`config.mk`:
```
export PLATFORM = sky130hd
export DESIGN_NAME = mbm_bit_map
export DESIGN_NICKNAME = d
export VERILOG_FILES = /design/src/hdl/mbm_pkg.sv /design/src/hdl/mbm_bit_map.sv /design/src/hdl/mbm_err_log.sv
export SDC_FILE = /design/constraint.sdc
export NUM_CORES = 1
export LEC_CHECK = 0
export BUFFER_PORTS_ARGS = -buffer_cell sky130_fd_sc_hd__buf_2
export CAP_MARGIN = 0
export CORE_UTILIZATION = 50
export CTS_BUF_LIST = sky130_fd_sc_hd__clkbuf_4 sky130_fd_sc_hd__clkbuf_8
export CTS_CLUSTER_SIZE = 16
export DETAILED_ROUTE_END_ITERATION = 7
export GPL_ROUTABILITY_DRIVEN = 0
export GPL_TIMING_DRIVEN = 0
export PLACE_DENSITY_LB_ADDON = 0.3
export SLEW_MARGIN = 0
export SYNTH_ARGS = -nofsm -noshare
export SYNTH_HDL_FRONTEND = slang
export SYNTH_SLANG_ARGS = --single-unit
```
`constraint.sdc`:
```
create_clock -name MCLK -period 4.9 [get_ports MCLK]
set_input_delay 0.49 -clock MCLK [delete_from_list [all_inputs] [get_ports MCLK]]
set_output_delay 0.49 -clock MCLK [all_outputs]
set_load 0.01 [all_outputs]
```
`src/hdl/mbm_pkg.sv`:
```
/*
 * Shared definitions for the fieldbus bit map and query error log:
 * item references, per-profile masks, exception and detail codes,
 * reset values, request/report carriers and small decode functions.
 * Assumes the query engine hands over items by their 1-based reference.
 */
package mbm_pkg;

    // data spaces of a request
    typedef enum logic [1:0] {
        SP_COIL  = 2'h0,
        SP_DISC  = 2'h1,
        SP_INREG = 2'h2,
        SP_HOLD  = 2'h3
    } mbm_space_t;

    // one item access from the query engine
    typedef struct packed {
        logic       write;
        mbm_space_t space;
        logic [15:0] item;
        logic [15:0] wdata;
    } mbm_req_t;

    // end-of-query report from the query engine
    typedef struct packed {
        logic [7:0]  func;
        logic [7:0]  exc;
        logic [7:0]  detail;
        logic [15:0] item;
        logic        wr;
        logic        rd;
    } mbm_qry_t;

    // contents of the error-code holding registers
    typedef struct packed {
        logic [15:0] func;
        logic [15:0] detail;
        logic [15:0] failed;
        logic [15:0] good_wr;
        logic [15:0] good_rd;
    } mbm_log_t;

    // item references, counted from one
    localparam logic [15:0] REF_ITEM_FIRST = 16'h0001;
    localparam logic [15:0] REF_WORD_LAST = 16'h0020;
    localparam logic [15:0] REF_EXTRA_FIRST = 16'h0021;
    localparam logic [15:0] REF_RELAY_LAST = 16'h0025;
    localparam logic [15:0] REF_DI_LAST = 16'h0026;
    localparam logic [15:0] REF_LOG_CLEAR = 16'h005a;
    localparam logic [15:0] REF_LOG_FUNC = 16'h005b;
    localparam logic [15:0] REF_LOG_DETAIL = 16'h005c;
    localparam logic [15:0] REF_LOG_FAILED = 16'h005d;
    localparam logic [15:0] REF_LOG_GOOD_WR = 16'h005e;
    localparam logic [15:0] REF_LOG_GOOD_RD = 16'h005f;
    localparam logic [15:0] LOG_CLEAR_CMD = 16'h0001;

    // items that carry a meaning in each profile
    localparam logic [31:0] COIL_MASK_P1 = 32'h0000ffff;
    localparam logic [31:0] COIL_MASK_P2 = 32'h03c33bf3;
    localparam logic [31:0] DISC_MASK_P1 = 32'h00007fff;
    localparam logic [31:0] DISC_MASK_P2 = 32'h07c1f39b;

    localparam logic [7:0] EXC_NONE = 8'h00;
    localparam logic [7:0] EXC_ILLEGAL_FUNCTION = 8'h01;
    localparam logic [7:0] EXC_ILLEGAL_ADDRESS = 8'h02;
    localparam logic [7:0] EXC_DEVICE_FAILURE = 8'h04;

    localparam logic [7:0] DET_NONE = 8'h00;
    localparam logic [7:0] DET_LIMIT = 8'h02;
    localparam logic [7:0] DET_INDEX = 8'h03;
    localparam logic [7:0] DET_TYPE = 8'h05;
    localparam logic [7:0] DET_GENERAL = 8'h65;

    localparam logic [31:0] COIL_WORD_RESET = 32'h00000000;
    localparam logic [4:0] RELAY_RESET = 5'h00;
    localparam mbm_log_t LOG_RESET = '0;

    function automatic logic [31:0] coil_mask(input logic prof);
        coil_mask = prof ? COIL_MASK_P2 : COIL_MASK_P1;
    endfunction

    function automatic logic [31:0] disc_mask(input logic prof);
        disc_mask = prof ? DISC_MASK_P2 : DISC_MASK_P1;
    endfunction

    // unknown detail codes fold into the general error
    function automatic logic [7:0] legal_detail(input logic [7:0] d);
        case (d)
            DET_NONE, DET_LIMIT, DET_INDEX, DET_TYPE, DET_GENERAL:
                legal_detail = d;
            default: legal_detail = DET_GENERAL;
        endcase
    endfunction

endpackage

```
`src/hdl/mbm_bit_map.sv`:
```
/*
 * Fieldbus bit map of a motor drive: coils onto the command word and
 * relay outputs, discrete inputs from the status word and delayed digital
 * inputs, and the error-code holding registers 90 to 95.
 * Assumes a query engine that splits each query into item accesses on
 * REQ and reports the end of every query on QRY; all inputs but SYS_RST synchronous.
 */
// Overview of operation
// - coils are single bits, readable and writable
// - references count from one, no offset
// - first profile maps coils one to sixteen
// - second profile maps its own coil set
// - coils 33 to 37 drive five relays
// - discrete inputs are single read-only bits
// - first profile maps inputs one to fifteen
// - second profile maps its own input set
// - inputs 33 to 38 show delayed inputs
// - log describes last query, success clears error
// - writing one to register 90 clears log
// - failed query's function code is stored
// - detail code loads on device failure
// - detail codes 00h, 02h, 03h, 05h, 65h
// - last failed item reference is stored
// - last item written without error is stored
// - last item read without error is stored
// - unrecoverable action failure answers exception 04h
`timescale 1ns/1ps
module mbm_bit_map
    import mbm_pkg::*;
(
    input wire logic MCLK, // system clock, 100 MHz
    input wire logic SYS_RST, // asynchronous reset, active high
    input wire logic PROFILE_SEL, // 0 first profile, 1 second
    input wire logic REQ_VALID, // item access strobe
    input wire mbm_req_t REQ, // item access
    input wire logic QRY_DONE, // end-of-query strobe
    input wire mbm_qry_t QRY, // end-of-query report
    input wire logic [31:0] STATUS_WORD, // drive status bits
    input wire logic [5:0] DI_DELAYED, // delayed digital inputs
    output logic RSP_VALID, // answer strobe
    output logic [7:0] RSP_EXC, // exception code, 00h when good
    output logic [7:0] RSP_DETAIL, // detail code with 04h
    output logic [15:0] RSP_RDATA, // read value
    output logic [31:0] CMD_WORD, // drive command bits
    output logic [4:0] RELAY_CTRL // relay outputs one to five
);

    logic profile_reg;
    logic [31:0] coil_word_reg;
    logic [31:0] coil_word_next;
    logic [4:0] relay_reg;
    logic [4:0] relay_next;
    logic [31:0] cmd_word_reg;
    logic rsp_valid_reg;
    logic [7:0] rsp_exc_reg;
    logic [7:0] rsp_exc_next;
    logic [7:0] rsp_detail_reg;
    logic [7:0] rsp_detail_next;
    logic [15:0] rsp_rdata_reg;
    logic [15:0] rsp_rdata_next;
    logic log_clear;
    mbm_log_t log_q;
    logic [31:0] cmask;
    logic [31:0] dmask;
    logic [4:0] bit_idx;
    logic [2:0] ext_idx;
    logic hit_word;
    logic hit_relay;
    logic hit_di;
    logic coil_bit;
    logic status_bit;
    logic di_bit;

    // the profile is sampled so one access never sees two maps
    always_ff @(posedge MCLK or posedge SYS_RST) begin
        if (SYS_RST) begin
            profile_reg <= 1'b0;
        end else begin
            profile_reg <= PROFILE_SEL;
        end
    end

    // reference decode shared by coils and discrete inputs
    always_comb begin
        cmask = coil_mask(profile_reg);
        dmask = disc_mask(profile_reg);
        // reference one is bit zero: no offset on the wire
        bit_idx = 5'(REQ.item - REF_ITEM_FIRST);
        ext_idx = 3'(REQ.item - REF_EXTRA_FIRST);
        hit_word = (REQ.item >= REF_ITEM_FIRST) &&
            (REQ.item <= REF_WORD_LAST);
        hit_relay = (REQ.item >= REF_EXTRA_FIRST) &&
            (REQ.item <= REF_RELAY_LAST);
        hit_di = (REQ.item >= REF_EXTRA_FIRST) &&
            (REQ.item <= REF_DI_LAST);
        coil_bit = coil_word_reg[bit_idx] & cmask[bit_idx];
        status_bit = STATUS_WORD[bit_idx] & dmask[bit_idx];
        di_bit = hit_di ? DI_DELAYED[ext_idx] : 1'b0;
    end

    // item access: one answer per strobe, next cycle
    always_comb begin
        rsp_rdata_next = 16'h0000;
        rsp_exc_next = EXC_NONE;
        rsp_detail_next = DET_NONE;
        coil_word_next = coil_word_reg;
        relay_next = relay_reg;
        log_clear = 1'b0;
        if (REQ_VALID) begin
            case (REQ.space)
                SP_COIL: begin
                    if (hit_word) begin
                        rsp_rdata_next = {15'h0000, coil_bit};
                        // reserved coils take the write and drop it
                        if (REQ.write && cmask[bit_idx]) begin
                            coil_word_next[bit_idx] = REQ.wdata[0];
                        end
                    end else if (hit_relay) begin
                        rsp_rdata_next = {15'h0000, relay_reg[ext_idx]};
                        if (REQ.write) begin
                            relay_next[ext_idx] = REQ.wdata[0];
                        end
                    end else begin
                        rsp_exc_next = EXC_ILLEGAL_ADDRESS;
                    end
                end
                SP_DISC: begin
                    if (REQ.write) begin
                        rsp_exc_next = EXC_ILLEGAL_FUNCTION;
                    end else if (hit_word) begin
                        rsp_rdata_next = {15'h0000, status_bit};
                    end else if (hit_di) begin
                        rsp_rdata_next = {15'h0000, di_bit};
                    end else begin
                        rsp_exc_next = EXC_ILLEGAL_ADDRESS;
                    end
                end
                SP_HOLD: begin
                    case (REQ.item)
                        REF_LOG_CLEAR: begin
                            // reads back zero: a command, not a state
                            if (REQ.write) begin
                                if (REQ.wdata == LOG_CLEAR_CMD) begin
                                    log_clear = 1'b1;
                                end else if (REQ.wdata != 16'h0000) begin
                                    rsp_exc_next = EXC_DEVICE_FAILURE;
                                    rsp_detail_next = DET_LIMIT;
                                end
                            end
                        end
                        REF_LOG_FUNC, REF_LOG_DETAIL, REF_LOG_FAILED,
                        REF_LOG_GOOD_WR, REF_LOG_GOOD_RD: begin
                            if (REQ.write) begin
                                rsp_exc_next = EXC_DEVICE_FAILURE;
                                rsp_detail_next = DET_GENERAL;
                            end else begin
                                rsp_rdata_next = log_word(REQ.item);
                            end
                        end
                        default: rsp_exc_next = EXC_ILLEGAL_ADDRESS;
                    endcase
                end
                default: rsp_exc_next = EXC_ILLEGAL_ADDRESS;
            endcase
        end
    end

    function automatic logic [15:0] log_word(input logic [15:0] item);
        case (item)
            REF_LOG_FUNC: log_word = log_q.func;
            REF_LOG_DETAIL: log_word = log_q.detail;
            REF_LOG_FAILED: log_word = log_q.failed;
            REF_LOG_GOOD_WR: log_word = log_q.good_wr;
            REF_LOG_GOOD_RD: log_word = log_q.good_rd;
            default: log_word = 16'h0000;
        endcase
    endfunction

    // coil storage; bits kept under one profile and reserved in the other return if it comes back
    always_ff @(posedge MCLK or posedge SYS_RST) begin
        if (SYS_RST) begin
            coil_word_reg <= COIL_WORD_RESET;
            relay_reg <= RELAY_RESET;
        end else begin
            coil_word_reg <= coil_word_next;
            relay_reg <= relay_next;
        end
    end

    // the drive only ever sees bits that mean something in the profile sampled one cycle before
    always_ff @(posedge MCLK or posedge SYS_RST) begin
        if (SYS_RST) begin
            cmd_word_reg <= COIL_WORD_RESET;
        end else begin
            cmd_word_reg <= coil_word_reg & cmask;
        end
    end

    always_ff @(posedge MCLK or posedge SYS_RST) begin
        if (SYS_RST) begin
            rsp_valid_reg <= 1'b0;
            rsp_exc_reg <= EXC_NONE;
            rsp_detail_reg <= DET_NONE;
            rsp_rdata_reg <= 16'h0000;
        end else begin
            rsp_valid_reg <= REQ_VALID;
            rsp_exc_reg <= rsp_exc_next;
            rsp_detail_reg <= rsp_detail_next;
            rsp_rdata_reg <= rsp_rdata_next;
        end
    end

    mbm_err_log u_log (
        .clk(MCLK),
        .rst(SYS_RST),
        .clear(log_clear),
        .ev_valid(QRY_DONE),
        .ev(QRY),
        .log_o(log_q)
    );

    assign RSP_VALID = rsp_valid_reg;
    assign RSP_EXC = rsp_exc_reg;
    assign RSP_DETAIL = rsp_detail_reg;
    assign RSP_RDATA = rsp_rdata_reg;
    assign CMD_WORD = cmd_word_reg;
    assign RELAY_CTRL = relay_reg;
endmodule

```
`src/hdl/mbm_err_log.sv`:
```
/*
 * Error-code holding registers: failed function code, detail code,
 * failed item, last item written and read without error.
 * Assumes one end-of-query report per query from the query engine and a
 * clear pulse decoded by the bit map; both synchronous to clk.
 */
`timescale 1ns/1ps
module mbm_err_log
    import mbm_pkg::*;
(
    input wire logic clk, // system clock
    input wire logic rst, // asynchronous reset
    input wire logic clear, // clear pulse
    input wire logic ev_valid, // query finished
    input wire mbm_qry_t ev, // query report
    output mbm_log_t log_o // register contents
);

    mbm_log_t log_reg;
    mbm_log_t log_next;

    // a report in the same cycle as a clear lands on top of the clear
    always_comb begin
        log_next = log_reg;
        if (clear) begin
            log_next = LOG_RESET;
        end
        if (ev_valid) begin
            if (ev.exc != EXC_NONE) begin
                log_next.func = {8'h00, ev.func};
                log_next.failed = ev.item;
                if (ev.exc == EXC_DEVICE_FAILURE) begin
                    log_next.detail = {8'h00, legal_detail(ev.detail)};
                end
            end else begin
                log_next.func = 16'h0000;
                log_next.detail = 16'h0000;
                if (ev.wr) begin
                    log_next.good_wr = ev.item;
                end
                if (ev.rd) begin
                    log_next.good_rd = ev.item;
                end
            end
        end
    end

    always_ff @(posedge clk or posedge rst) begin
        if (rst) begin
            log_reg <= LOG_RESET;
        end else begin
            log_reg <= log_next;
        end
    end

    assign log_o = log_reg;
endmodule

```
**Yosys cells after proc, flatten, opt, wreduce, memory -nomap -nowiden**

Cells that the tools add are included.

- Register bits: 183
- Input bits: 120
- Output and inout bits: 70
- Logic and storage cells: 120

- $add $sub $neg: 2
- $lt $le $gt $ge: 9
- Equal/unequal tests: 14
- Multiplexer cells: 63
- Bitwise gates (word level): 4
- Reduce and logical (&&, ||, !) cells: 15

Operator list:

| operator | count |
|---|---|
| $mux W80 | 2 |
| $mux W16 | 7 |
| $eq A16 B7 Y1 const B | 6 |
| $pmux W16 S5 | 1 |
| $le A16 B6 Y1 const B | 3 |
| $pmux W16 S3 | 1 |
| $and A32 B26 Y32 | 1 |
| $bwmux W32 | 1 |
| $mux W32 | 1 |
| $mux W27 | 1 |
| $mux W26 | 1 |
| $mux W24 | 1 |
| $pmux W8 S3 | 1 |
| $mux W7 | 3 |
| $bmux W1 S5 | 4 |
| $mux W1 | 18 |
| $eq A16 B1 Y1 const B | 1 |
| $eq A8 B2 Y1 const B | 2 |
| $eq A8 B3 Y1 const B | 2 |
| $ge A16 B1 Y1 const B | 1 |
| $ge A16 B6 Y1 const B | 1 |
| $mux W2 | 8 |
| $mux W8 | 2 |
| $pmux W8 S2 | 1 |
| 26 further kinds | 37 |

**Depth between registers and ports, before layout**

Gate-level depths: netlist of run 1.

- Word-level depth: 10
- Depth in mapped cells: 11
- Depth with buffers taken out: 8

**Hierarchy**

Synthesis of run 1 repeated with hierarchy kept, for this count alone.

- Cell total of the unflattened synthesis: 678
- Area total of the unflattened synthesis: 8,042.7 µm²

By module, submodules not included:

| module | times used | cells each | area an instance (µm²) | sequential area each (µm²) |
|---|---|---|---|---|
| mbm_bit_map | 1 | 449 | 4,867.2 | 2,052.0 |
| mbm_err_log | 1 | 229 | 3,175.5 | 1,801.7 |

**Worst setup path before layout of run 1**

No wires, ideal clock.

- Path type: in2reg
- Start: input port REQ[16] in the netlist's numbering
- End: register coil_word_reg[12]
- Library setup time: 0.125 ns
- Arrival: 2.808 ns
- Required time: 4.775 ns
- Slack: 1.967 ns
- Cell stages on the path: 10
- Cells stage by stage: inv_1 ha_1 buf_2 nor3b_1 nand2_1 o2111a_1 a2111oi_4 buf_6 nand3_1 mux2_4

- Cells in the longest elaborated chain, start to end: 6
- Elaborated cells between the ends (all ways): 14
- Classes of those cells: add/sub: 1; order compare: 4; mux: 5; reduce/logical: 4

RTL lines:

| item | line | text |
|---|---|---|
| from (decl) | mbm_bit_map.sv:35 | `input wire mbm_req_t REQ,` |
| $sub A5 B1 Y5 | mbm_bit_map.sv:88 | `bit_idx = 5'(REQ.item - REF_ITEM_FIRST);` |
| $lt A5 B6 Y1 (implied by the code) / $ge A5 B1 Y1 (equally long branches) | mbm_bit_map.sv:116 | `coil_word_next[bit_idx] = REQ.wdata[0];` |
| $logic_and A1 B1 Y1 (implied by the code) | mbm_bit_map.sv:116 |  |
| $mux W1 (implied by the code) | mbm_bit_map.sv:116 |  |
| $demux W1 S5 | mbm_bit_map.sv:116 |  |
| $bwmux W32 | mbm_bit_map.sv:116 |  |
| to (signal assigned) | mbm_bit_map.sv:185 | `coil_word_reg <= coil_word_next;` |
| to (decl) | mbm_bit_map.sv:49 | `logic [31:0] coil_word_reg;` |

Parallel ways exist; a longest one is shown, timed or not. The select of a mux whose other input is x is not followed.
A chain may end at the register's enable or synchronous reset.

**Worst setup path in the final report of run 1**

Ends and elaborated chain as after synthesis.

==> results by group, run 1 <==
Run status
  – Run status: completed

Route
  – ANT nets after route: 0
  – # DRC: 0
  – Via count: 6660
  – Drt wl/cell: 17.8 um
  – DRT iter0 DRCs: 580
  – DR pass1 iterations: 6
  – Vias per std cell: 5.77
  – Routed wire length: 20500 um

Clock network
  – Clk sink count: 154
  – Number of gates resized after CTS: 0
  – TritonCTS buffer count: 17
  – Buffer count from post-CTS setup fixing: 0
  – Htree depth: 4
  – Clock insertion delay at the later pin of the skew report: 0.46 ns
  – Clk slew on worst S/H paths: 0.08 ns
  – CTS tree: yes
  – Clk root buf: clkbuf_8
  – CTS Hold Bufs: 0
  – CTS max path bufs: 2

Hold path
  – Min-delay src: PROFILE_SEL
  – Hold Path End: profile_reg$_DFF_PP0_
  – Min-Delay Path Depth: 1
  – Hold Crit Class: input port to flip-flop

Yosys
  – Top FF cell, synth: dfrtp_1
  – Synthesized netlist cell count: 749
  – Top post-synthesis cells by area: dfrtp_1, nand2_1, mux2_4
  – Yosys top cell by area: dfrtp_1
  – Yosys reg bits: 154
  – Share of the synthesized area in the top cell type: 49.9%
  – Adder-cell share of the synthesized area: 0.810%
  – Mux contribution to synthesized area: 11.6%
  – Post-synth EDFFs: 0
  – Ys async rst share: 100%
  – Post-synthesis sequential area ratio: 49.9%
  – Main combinational cell family by area after synthesis: simple AND/OR/NAND/NOR gates
  – Mean Syn Cell Area: 10.3 um2
  – Distinct cells, synth: 64
  – Compound-Gate Fraction of Synth Area: 13.4%
  – Post-Synth Simple-Gate Area: 17.9%
  – Synth Cell Area: 0.00772 mm2
  – Xor and xnor area share after synthesis: 0.681%
  – YS warnings: 0

Floorplanning
  – IO Pins: 190
  – # rows: 45
  – Die Ht: 126 um
  – Initial Util: 51.0%
  – Core region area: 0.0151 mm2
  – Die Wd: 126 um
  – Die area: 0.0159 mm2

Global route
  – Initial antenna violation count: 0
  – GR Layer Usage met2: 43.0%
  – GR peak layer: met2
  – Grt met3 use: 4.76%
  – Total gr overflow: 0
  – Global-route usage over all layers: 26.7%
  – Global-route wire length before repair: 32800 um
  – Vias in the first global route: 6383
  – Largest net degree at the start of global routing: 98
  – Met1 GRT Util: 36.3%

Setup path
  – Highest cell delay on the worst timing path: 0.73 ns
  – R2r worst-path depth: 8
  – Crit-path cells: buf_2, inv_1, ha_1, buf_2, nor3b_1, nand2_1, o2111a_1, a2111oi_4, buf_6, nand3_1, mux2_4
  – CP max FO: 10
  – Flop-to-flop setup slack: 1.99 ns
  – FF-to-FF Start: profile_reg$_DFF_PP0_
  – Worst Setup End Kind: flip-flop
  – RR Endpoint: coil_word_reg[12]$_DFFE_PP0P_
  – Worst path buffer plus inverter count: 4
  – Crit path DAT: 3.71 ns
  – Top delay family on crit path: compound AO/OA/AOI/OAI gates
  – Crit Path Category: input port to flip-flop
  – Crit path launch type: input port
  – Most used cell, CP: buf_2
  – Critical path's slowest cell: a2111oi_4
  – CP required: 5.25 ns

Final layout
  – Area grow syn2layout: 20.2%
  – Post-layout util: 61.3%
  – Share of layout cells above drive strength 1: 30.4%
  – Post-route insts no fill: 1155
  – Multi-input gate area: 0.00349 mm2
  – # diodes: 0
  – Fillers: 1302
  – Most frequent cells in the layout: buf_2, dfrtp_1, nand2_1
  – Final #Nets: 1081
  – Max FFs per register: 72
  – Register area: 0.00385 mm2
  – Finished Cell Area: 0.00928 mm2
  – Commonest non-fill, non-tap cell in the layout: buf_2

STA
  – Max Transition Viols Final: 0
  – Fmax: 297 MHz
  – Max Clock Skew: 0.0100 ns
  – Worst-Margin Slew: 0.989 ns
  – Fin Hold WS: 0.131 ns
  – Max-slew headroom: 33.6%
  – Final-report setup violation count: 0
  – Period utilization: 68.7%
  – Setup TNS: 0 ns
  – Final worst setup slack: 1.53 ns
  – Period minus WS final: 3.37 ns
  – Final Hold Vio Count: 0
  – RSZ-0062 raised after global routing: false

Placement
  – Post-detail-place hpwl: 14700 um
  – Port Buffers: 170
  – Worst slack at placement: 1.15 ns
  – Placed cells: 1125
  – Placed Area: 0.00890 mm2

Pwr
  – VDD IR max: 0.000149 V
  – PwrDens: 275 mW/mm2
  – Total power: 2.55 mW
  – Leakage: 4.52 nW

Job
  – Maxcap violations: 0
-- worst max-delay path by stage --
stage / from / to / cells past startpoint
floorplan: SYS_RST / CMD_WORD[0]$_DFF_PP0_ / 1
global placement: SYS_RST / CMD_WORD[7]$_DFF_PP0_ / 2
detailed placement: REQ[16] / coil_word_reg[12]$_DFFE_PP0P_ / 11
CTS: REQ[16] / coil_word_reg[12]$_DFFE_PP0P_ / 11
global route: REQ[16] / coil_word_reg[4]$_DFFE_PP0P_ / 9
finish: REQ[16] / coil_word_reg[12]$_DFFE_PP0P_ / 11
-- Yosys cell counts (4+ instances only) --
cell type  count
nor4_1        11
xnor2_1        4
mux4_2        13
dfrtp_1      154
and2_1        21
ha_1           5
a22oi_1       26
nand2_1      121
mux2_2        15
nand2b_1       4
a22o_1         8
inv_1          8
buf_4         21
mux2_4        20
a222oi_1       7
o21ai_0       60
mux2i_1       13
nand3_1       36
nor2b_1        8
nor2_1        21
nand4_1        5
and3_1         7
nor3b_1        5
clkbuf_1      48
buf_2          7
nor3_1        14
a21oi_1       25
-- report_power, final --
group,internal (mW),switching [mW],total [mW]
clock,0.466,0.474,0.940
sequential,1.30,0.0175,1.32
combinational,0.119,0.178,0.297
total,1.88,0.669,2.55
-- cell type report --
type	count	share of cell area [%]
clock inverter	11	1.32
tap	188	2.53
inverter	9	0.418
buffer	81	4.38
clock buffer	19	2.75
sequential	154	41.5
multi-input combinational	522	37.6
timing repair buffer	171	9.46
-- layer usage --
layer / vias to the layer above / wire (um)
li1: 3048 / -
met3: 39 / 1580
met2: 325 / 9890
met4: 0 / 369
met1: 3248 / 8700
met5: - / 0
-- worst register-to-register path, stage by stage (launching register included) --
cell and delay, ns:
dfrtp_1 0.32, clkbuf_1 0.45, nand2b_1 0.17, nor4_1 0.24, o21ai_0 0.21, a2111oi_4 0.72, buf_6 0.24, nand3_1 0.13
mux2_4 0.32
-- logic make-up after synthesis --
| group | count (synthesis) |
|---|---|
| AO/OA/AOI/OAI | 156 |
| AND/OR/NAND/NOR | 276 |
| XOR/XNOR | 6 |
| adder cells (fa/ha/maj) | 5 |
| multiplexers | 61 |
| other | 1 |
| buffers and inverters | 90 |
| flip-flops | 154 |
No activity file was read; power rests on OpenSTA's default activity.
==> inputs of run 2 (changes only) <==
- CORE_UTILIZATION: 50 -> 56
- clock period: 4.9 -> 3.5 ns (I/O delays scaled with it)
==> results by group, run 2 (same netlist as run 1, synthesis figures left out) <==
Run status
  – Run status: complete, but fails checks
  – Failing checks: hold timing

Clock network
  – Clk sink count: 154
  – CTS Hold Bufs: 1
  – CTS max path bufs: 2
  – TritonCTS buffer count: 17
  – Clk root buf: clkbuf_8
  – CTS tree: yes
  – Number of gates resized after CTS: 0
  – Clk slew on worst S/H paths: 0.09 ns
  – Clock insertion delay at the later pin of the skew report: 0.47 ns
  – Htree depth: 4
  – Buffer count from post-CTS setup fixing: 0

Setup path
  – Highest cell delay on the worst timing path: 0.79 ns
  – CP max FO: 10
  – RR Endpoint: coil_word_reg[20]$_DFFE_PP0P_
  – Worst Setup End Kind: flip-flop
  – FF-to-FF Start: profile_reg$_DFF_PP0_
  – Critical path's slowest cell: xnor2_1
  – Flop-to-flop setup slack: 0.67 ns
  – CP required: 3.81 ns
  – Crit path DAT: 3.50 ns
  – Crit Path Category: input port to flip-flop
  – R2r worst-path depth: 8
  – Crit-path cells: buf_2, inv_1, ha_1, xnor2_1, clkbuf_1, nor2_1, o31ai_1, o32ai_1, a22oi_1, o221ai_1
  – Crit path launch type: input port

Route
  – Met2 wire length: 10400 um
  – DR pass1 iterations: 5
  – Routed wire length: 21000 um
  – Vias per std cell: 5.93
  – Drt wl/cell: 18.3 um
  – DRT iter0 DRCs: 750
  – Met3 wire length: 1890 um
  – ANT nets after route: 0
  – Top Layer Used: met4
  – Wl on met1: 8180 um
  – Via count: 6805
  – # DRC: 0

Floorplanning
  – Die Ht: 119 um
  – Die area: 0.0143 mm2
  – # rows: 42
  – Core region area: 0.0133 mm2
  – IO Pins: 190
  – Die Wd: 119 um
  – Initial Util: 57.8%

Placement
  – Port Buffers: 170
  – Post-detail-place hpwl: 15000 um

STA
  – Max Clock Skew: 0.0150 ns
  – Final Hold Vio Count: 4
  – Setup TNS: 0 ns
  – Final-report setup violation count: 0
  – Period utilization: 91.0%
  – Worst-Margin Slew: 1.00 ns
  – Fmax: 314 MHz
  – Period minus WS final: 3.18 ns
  – RSZ-0062 raised after global routing: false
  – Max Transition Viols Final: 0
  – Fin Hold WS: -0.00306 ns
  – Max-slew headroom: 32.7%

Job
  – Maxcap violations: 0

Pwr
  – P_int: 2.76 mW
  – Clock group share of total power: 39.2%
  – PwrDens: 399 mW/mm2
  – Leakage: 4.55 nW
  – Switching Fraction: 26.1%
  – VDD IR max: 0.000271 V
  – Switching power: 0.975 mW
  – Combinational Power Share: 11.4%
  – Sequential share of power: 49.4%

Final layout
  – Area grow syn2layout: 21.3%
  – Most frequent cells in the layout: buf_2, dfrtp_1, nand2_1
  – Post-layout util: 70.2%
  – # diodes: 0
  – Share of layout cells above drive strength 1: 30.7%
  – Final #Nets: 1084
  – Max FFs per register: 72
  – Commonest non-fill, non-tap cell in the layout: buf_2

Global route
  – Global-route wire length before repair: 34000 um
  – Initial antenna violation count: 0
  – Total gr overflow: 0
  – Global-route usage over all layers: 31.1%
  – Largest net degree at the start of global routing: 45
  – Vias in the first global route: 6730

Hold path
  – Hold Crit Class: input port to async pin
[run 2: cell types whose count changed in the layout (fill, tap and decap cells not counted)]
| cell | delta |
|---|---|
| clkinvlp_4 | +4 |
| bufinv_16 | +1 |
| clkbuf_4 | -1 |
| clkinv_4 | -1 |
| dlygate4sd3_1 | +1 |
| buf_12 | +3 |
| buf_16 | -1 |
| clkinv_2 | -3 |
| clkbuf_8 | +2 |
[run 2: metrics by stage]
step / total power, mW / setup WS (ns) / cell area, um2 / cells
6_report: 3.73 / 0.317 / 9370 / 1148
4_1_cts: 3.75 / 0.411 / 9370 / 1148
3_5_place_dp: 2.29 / -0.0556 / 8920 / 1115
3_3_place_gp: 2.28 / -0.00746 / 8860 / 1112
2_1_floorplan: 2.12 / 0.707 / 7790 / 766
5_1_grt: 3.87 / 0.193 / 9370 / 1148
[run 2: cell type report]
| cell class | instances | area [um2] |
|---|---|---|
| multi-input cells | 522 | 3490 |
| inverters | 9 | 37.5 |
| repair buffers | 174 | 921 |
| well taps | 176 | 220 |
| clock buffers | 20 | 275 |
| plain buffers | 81 | 407 |
| clock inverters | 12 | 160 |
| fillers | 1056 | 3980 |
| flip-flops and latches | 154 | 3850 |
[run 2: worst max-delay path by stage]
stage / from / endpoint / slack (ns) / cells past startpoint
final: REQ[16] / RSP_RDATA[0]$_DFF_PP0_ / 0.32 / 10
after global routing: REQ[16] / RELAY_CTRL[1]$_DFFE_PP0P_ / 0.19 / 9
after CTS: REQ[16] / RELAY_CTRL[1]$_DFFE_PP0P_ / 0.41 / 9
after detailed placement: REQ[16] / RELAY_CTRL[1]$_DFFE_PP0P_ / -0.06 / 9
after global placement: REQ[16] / RELAY_CTRL[1]$_DFFE_PP0P_ / -0.007 / 9
after floorplan: REQ[16] / coil_word_reg[12]$_DFFE_PP0P_ / 0.71 / 10
[run 2: power groups by stage]
stage / clock, mW / sequential (mW) / combinational, mW
2_1_floorplan: 0 / 1.87 / 0.254
3_3_place_gp: 0 / 1.88 / 0.400
3_5_place_dp: 0 / 1.88 / 0.417
4_1_cts: 1.49 / 1.84 / 0.420
5_1_grt: 1.56 / 1.85 / 0.466
6_report: 1.46 / 1.84 / 0.426
[run 2: per-layer routing]
metal | up-vias | GRT usage [%]
met5 | - | 0
met4 | 0 | 13.9
met3 | 54 | 7.66
met2 | 393 | 50.6
met1 | 3301 | 39.5
li1 | 3057 | -
[run 2: critical path, delay by kind of cell]
kind / cells / cell delay (ns)
buf+inv: 3 / 0.98
compound gates: 4 / 0.91
xor+xnor: 1 / 0.79
fa+ha+maj: 1 / 0.28
simple gates: 1 / 0.16
==> inputs of run 3 (changes only) <==
- MAX_ROUTING_LAYER: unset -> met4
- SKIP_LAST_GASP: unset -> 1
==> results by group, run 3 (same netlist as run 1, synthesis figures left out) <==
Final layout
  – Post-route insts no fill: 1148
  – Final #Nets: 1084
  – Commonest non-fill, non-tap cell in the layout: buf_2
  – Most frequent cells in the layout: buf_2, dfrtp_1, nand2_1
  – Share of layout cells above drive strength 1: 30.7%
  – # diodes: 0
  – Max FFs per register: 72
  – Area grow syn2layout: 21.3%

Pwr
  – Leakage: 4.55 nW
  – VDD IR max: 0.000267 V
  – PwrDens: 399 mW/mm2
  – Total power: 3.73 mW

Setup path
  – Most used cell, CP: buf_2
  – Highest cell delay on the worst timing path: 0.70 ns
  – Crit path DAT: 3.54 ns
  – Crit path launch type: input port
  – Worst Setup End Kind: flip-flop
  – CP required: 3.84 ns
  – CP max FO: 10
  – Crit-path cells: buf_2, inv_1, ha_1, buf_2, nor3b_1, nand2_1, o2111a_1, a2111oi_4, buf_6, nand3_1, mux2_4
  – Crit Path Category: input port to flip-flop
  – Critical path's slowest cell: a2111oi_4

Route
  – Routed wire length: 21100 um
  – Drt wl/cell: 18.3 um
  – DR pass1 iterations: 5
  – DRT iter0 DRCs: 731
  – Vias per std cell: 5.91
  – # DRC: 0
  – Via count: 6787
  – ANT nets after route: 0

STA
  – Fin Hold WS: 0.00339 ns
  – Max Clock Skew: 0.0186 ns
  – Max Transition Viols Final: 0
  – Max-slew headroom: 35.4%
  – Worst-Margin Slew: 0.961 ns
  – Final-report setup violation count: 0
  – Fmax: 312 MHz
  – Period utilization: 91.5%
  – Period minus WS final: 3.20 ns
  – RSZ-0062 raised after global routing: false
  – Setup TNS: 0 ns
  – Final Hold Vio Count: 0

Clock network
  – Clk slew on worst S/H paths: 0.08 ns
  – CTS tree: yes
  – Clk root buf: clkbuf_8
  – CTS max path bufs: 2
  – TritonCTS buffer count: 17
  – Clk sink count: 154
  – Buffer count from post-CTS setup fixing: 0
  – Clock insertion delay at the later pin of the skew report: 0.47 ns
  – Number of gates resized after CTS: 0
  – Htree depth: 4

Global route
  – Vias in the first global route: 6702
  – Initial antenna violation count: 0
  – Global-route usage over all layers: 32.0%
  – Largest net degree at the start of global routing: 45
  – Total gr overflow: 0
  – Global-route wire length before repair: 34100 um

Floorplanning
  – Die Wd: 119 um
  – IO Pins: 190
  – Core region area: 0.0133 mm2
  – # rows: 42
  – Die area: 0.0143 mm2
  – Die Ht: 119 um
  – Initial Util: 57.8%

Placement
  – Post-detail-place hpwl: 15000 um
  – Placed cells: 1115
  – Port Buffers: 170

Run status
  – Run status: completed

Hold path
  – Hold Crit Class: input port to async pin

Job
  – Maxcap violations: 0
==> run 3: cell counts in the layout (fill, tap and decap cells not counted) <==
Identical to the previous run, type by type.
==> run 3: worst max-delay path: cells and delay by family <==
family	cells	cell delay [ns]
AO/OA/AOI/OAI	2	0.92
adder cells (fa/ha/maj)	1	0.25
buffers and inverters	4	0.89
multiplexers	1	0.32
AND/OR/NAND/NOR	3	0.80
==> run 3: metal layers <==
layer	vias to the layer above	track usage, %	wire length, um
met5	-	-	0
met4	0	14.4	584
met3	59	6.90	1900
met2	402	50.5	10300
met1	3266	39.9	8300
li1	3060	-	-
==> run 3: per-stage QoR <==
step | cell area [um2] | setup WS [ns] | util [%]
2_1_floorplan | 7790 | 0.707 | -
3_3_place_gp | 8860 | -0.00746 | 66.4
3_5_place_dp | 8920 | -0.0556 | 66.8
4_1_cts | 9370 | 0.411 | 70.2
5_1_grt | 9370 | 0.185 | 70.2
6_report | 9370 | 0.297 | 70.2
==> run 3: layout make-up <==
class | instances | area (um2)
Fill cell | 1056 | 3980
Sequential cell | 154 | 3850
Multi-Input combinational cell | 522 | 3490
Timing Repair Buffer | 174 | 921
Buffer | 81 | 407
Clock buffer | 20 | 275
Tap cell | 176 | 220
Clock inverter | 12 | 160
Inverter | 9 | 37.5
==> run 3: worst paths after layout <==
| check | startpoint | to | slack, ns | cells after the start |
|---|---|---|---|---|
| setup / recovery | REQ[16] | coil_word_reg[20]$_DFFE_PP0P_ | 0.30 | 11 |
| hold / removal | SYS_RST | u_log.log_o[64]$_DFFE_PP0P_ | 0.003 | 2 |
| setup reg to reg | profile_reg$_DFF_PP0_ | coil_word_reg[20]$_DFFE_PP0P_ | 0.66 | 8 |
| hold reg to reg | coil_word_reg[7]$_DFFE_PP0P_ | CMD_WORD[7]$_DFF_PP0_ | 0.41 | 0 |
| max in group asynchronous | SYS_RST | CMD_WORD[17]$_DFF_PP0_ | 2.58 | 4 |
| min in group MCLK | REQ_VALID | RSP_VALID$_DFF_PP0_ | 0.10 | 1 |
==> run 3: power breakdown <==
part / switching (mW) / leakage (nW) / total (mW) / internal, mW
combinational: 0.255 / 2.24 / 0.426 / 0.171
sequential: 0.0256 / 2.10 / 1.84 / 1.82
clock: 0.694 / 0.208 / 1.46 / 0.768
total: 0.974 / 4.55 / 3.73 / 2.76
==> run 3: what timing repair did <==
item	CTS	global route
endpoints found under the hold margin	1	0
hold buffers	1	0
setup endpoints to repair	0	0
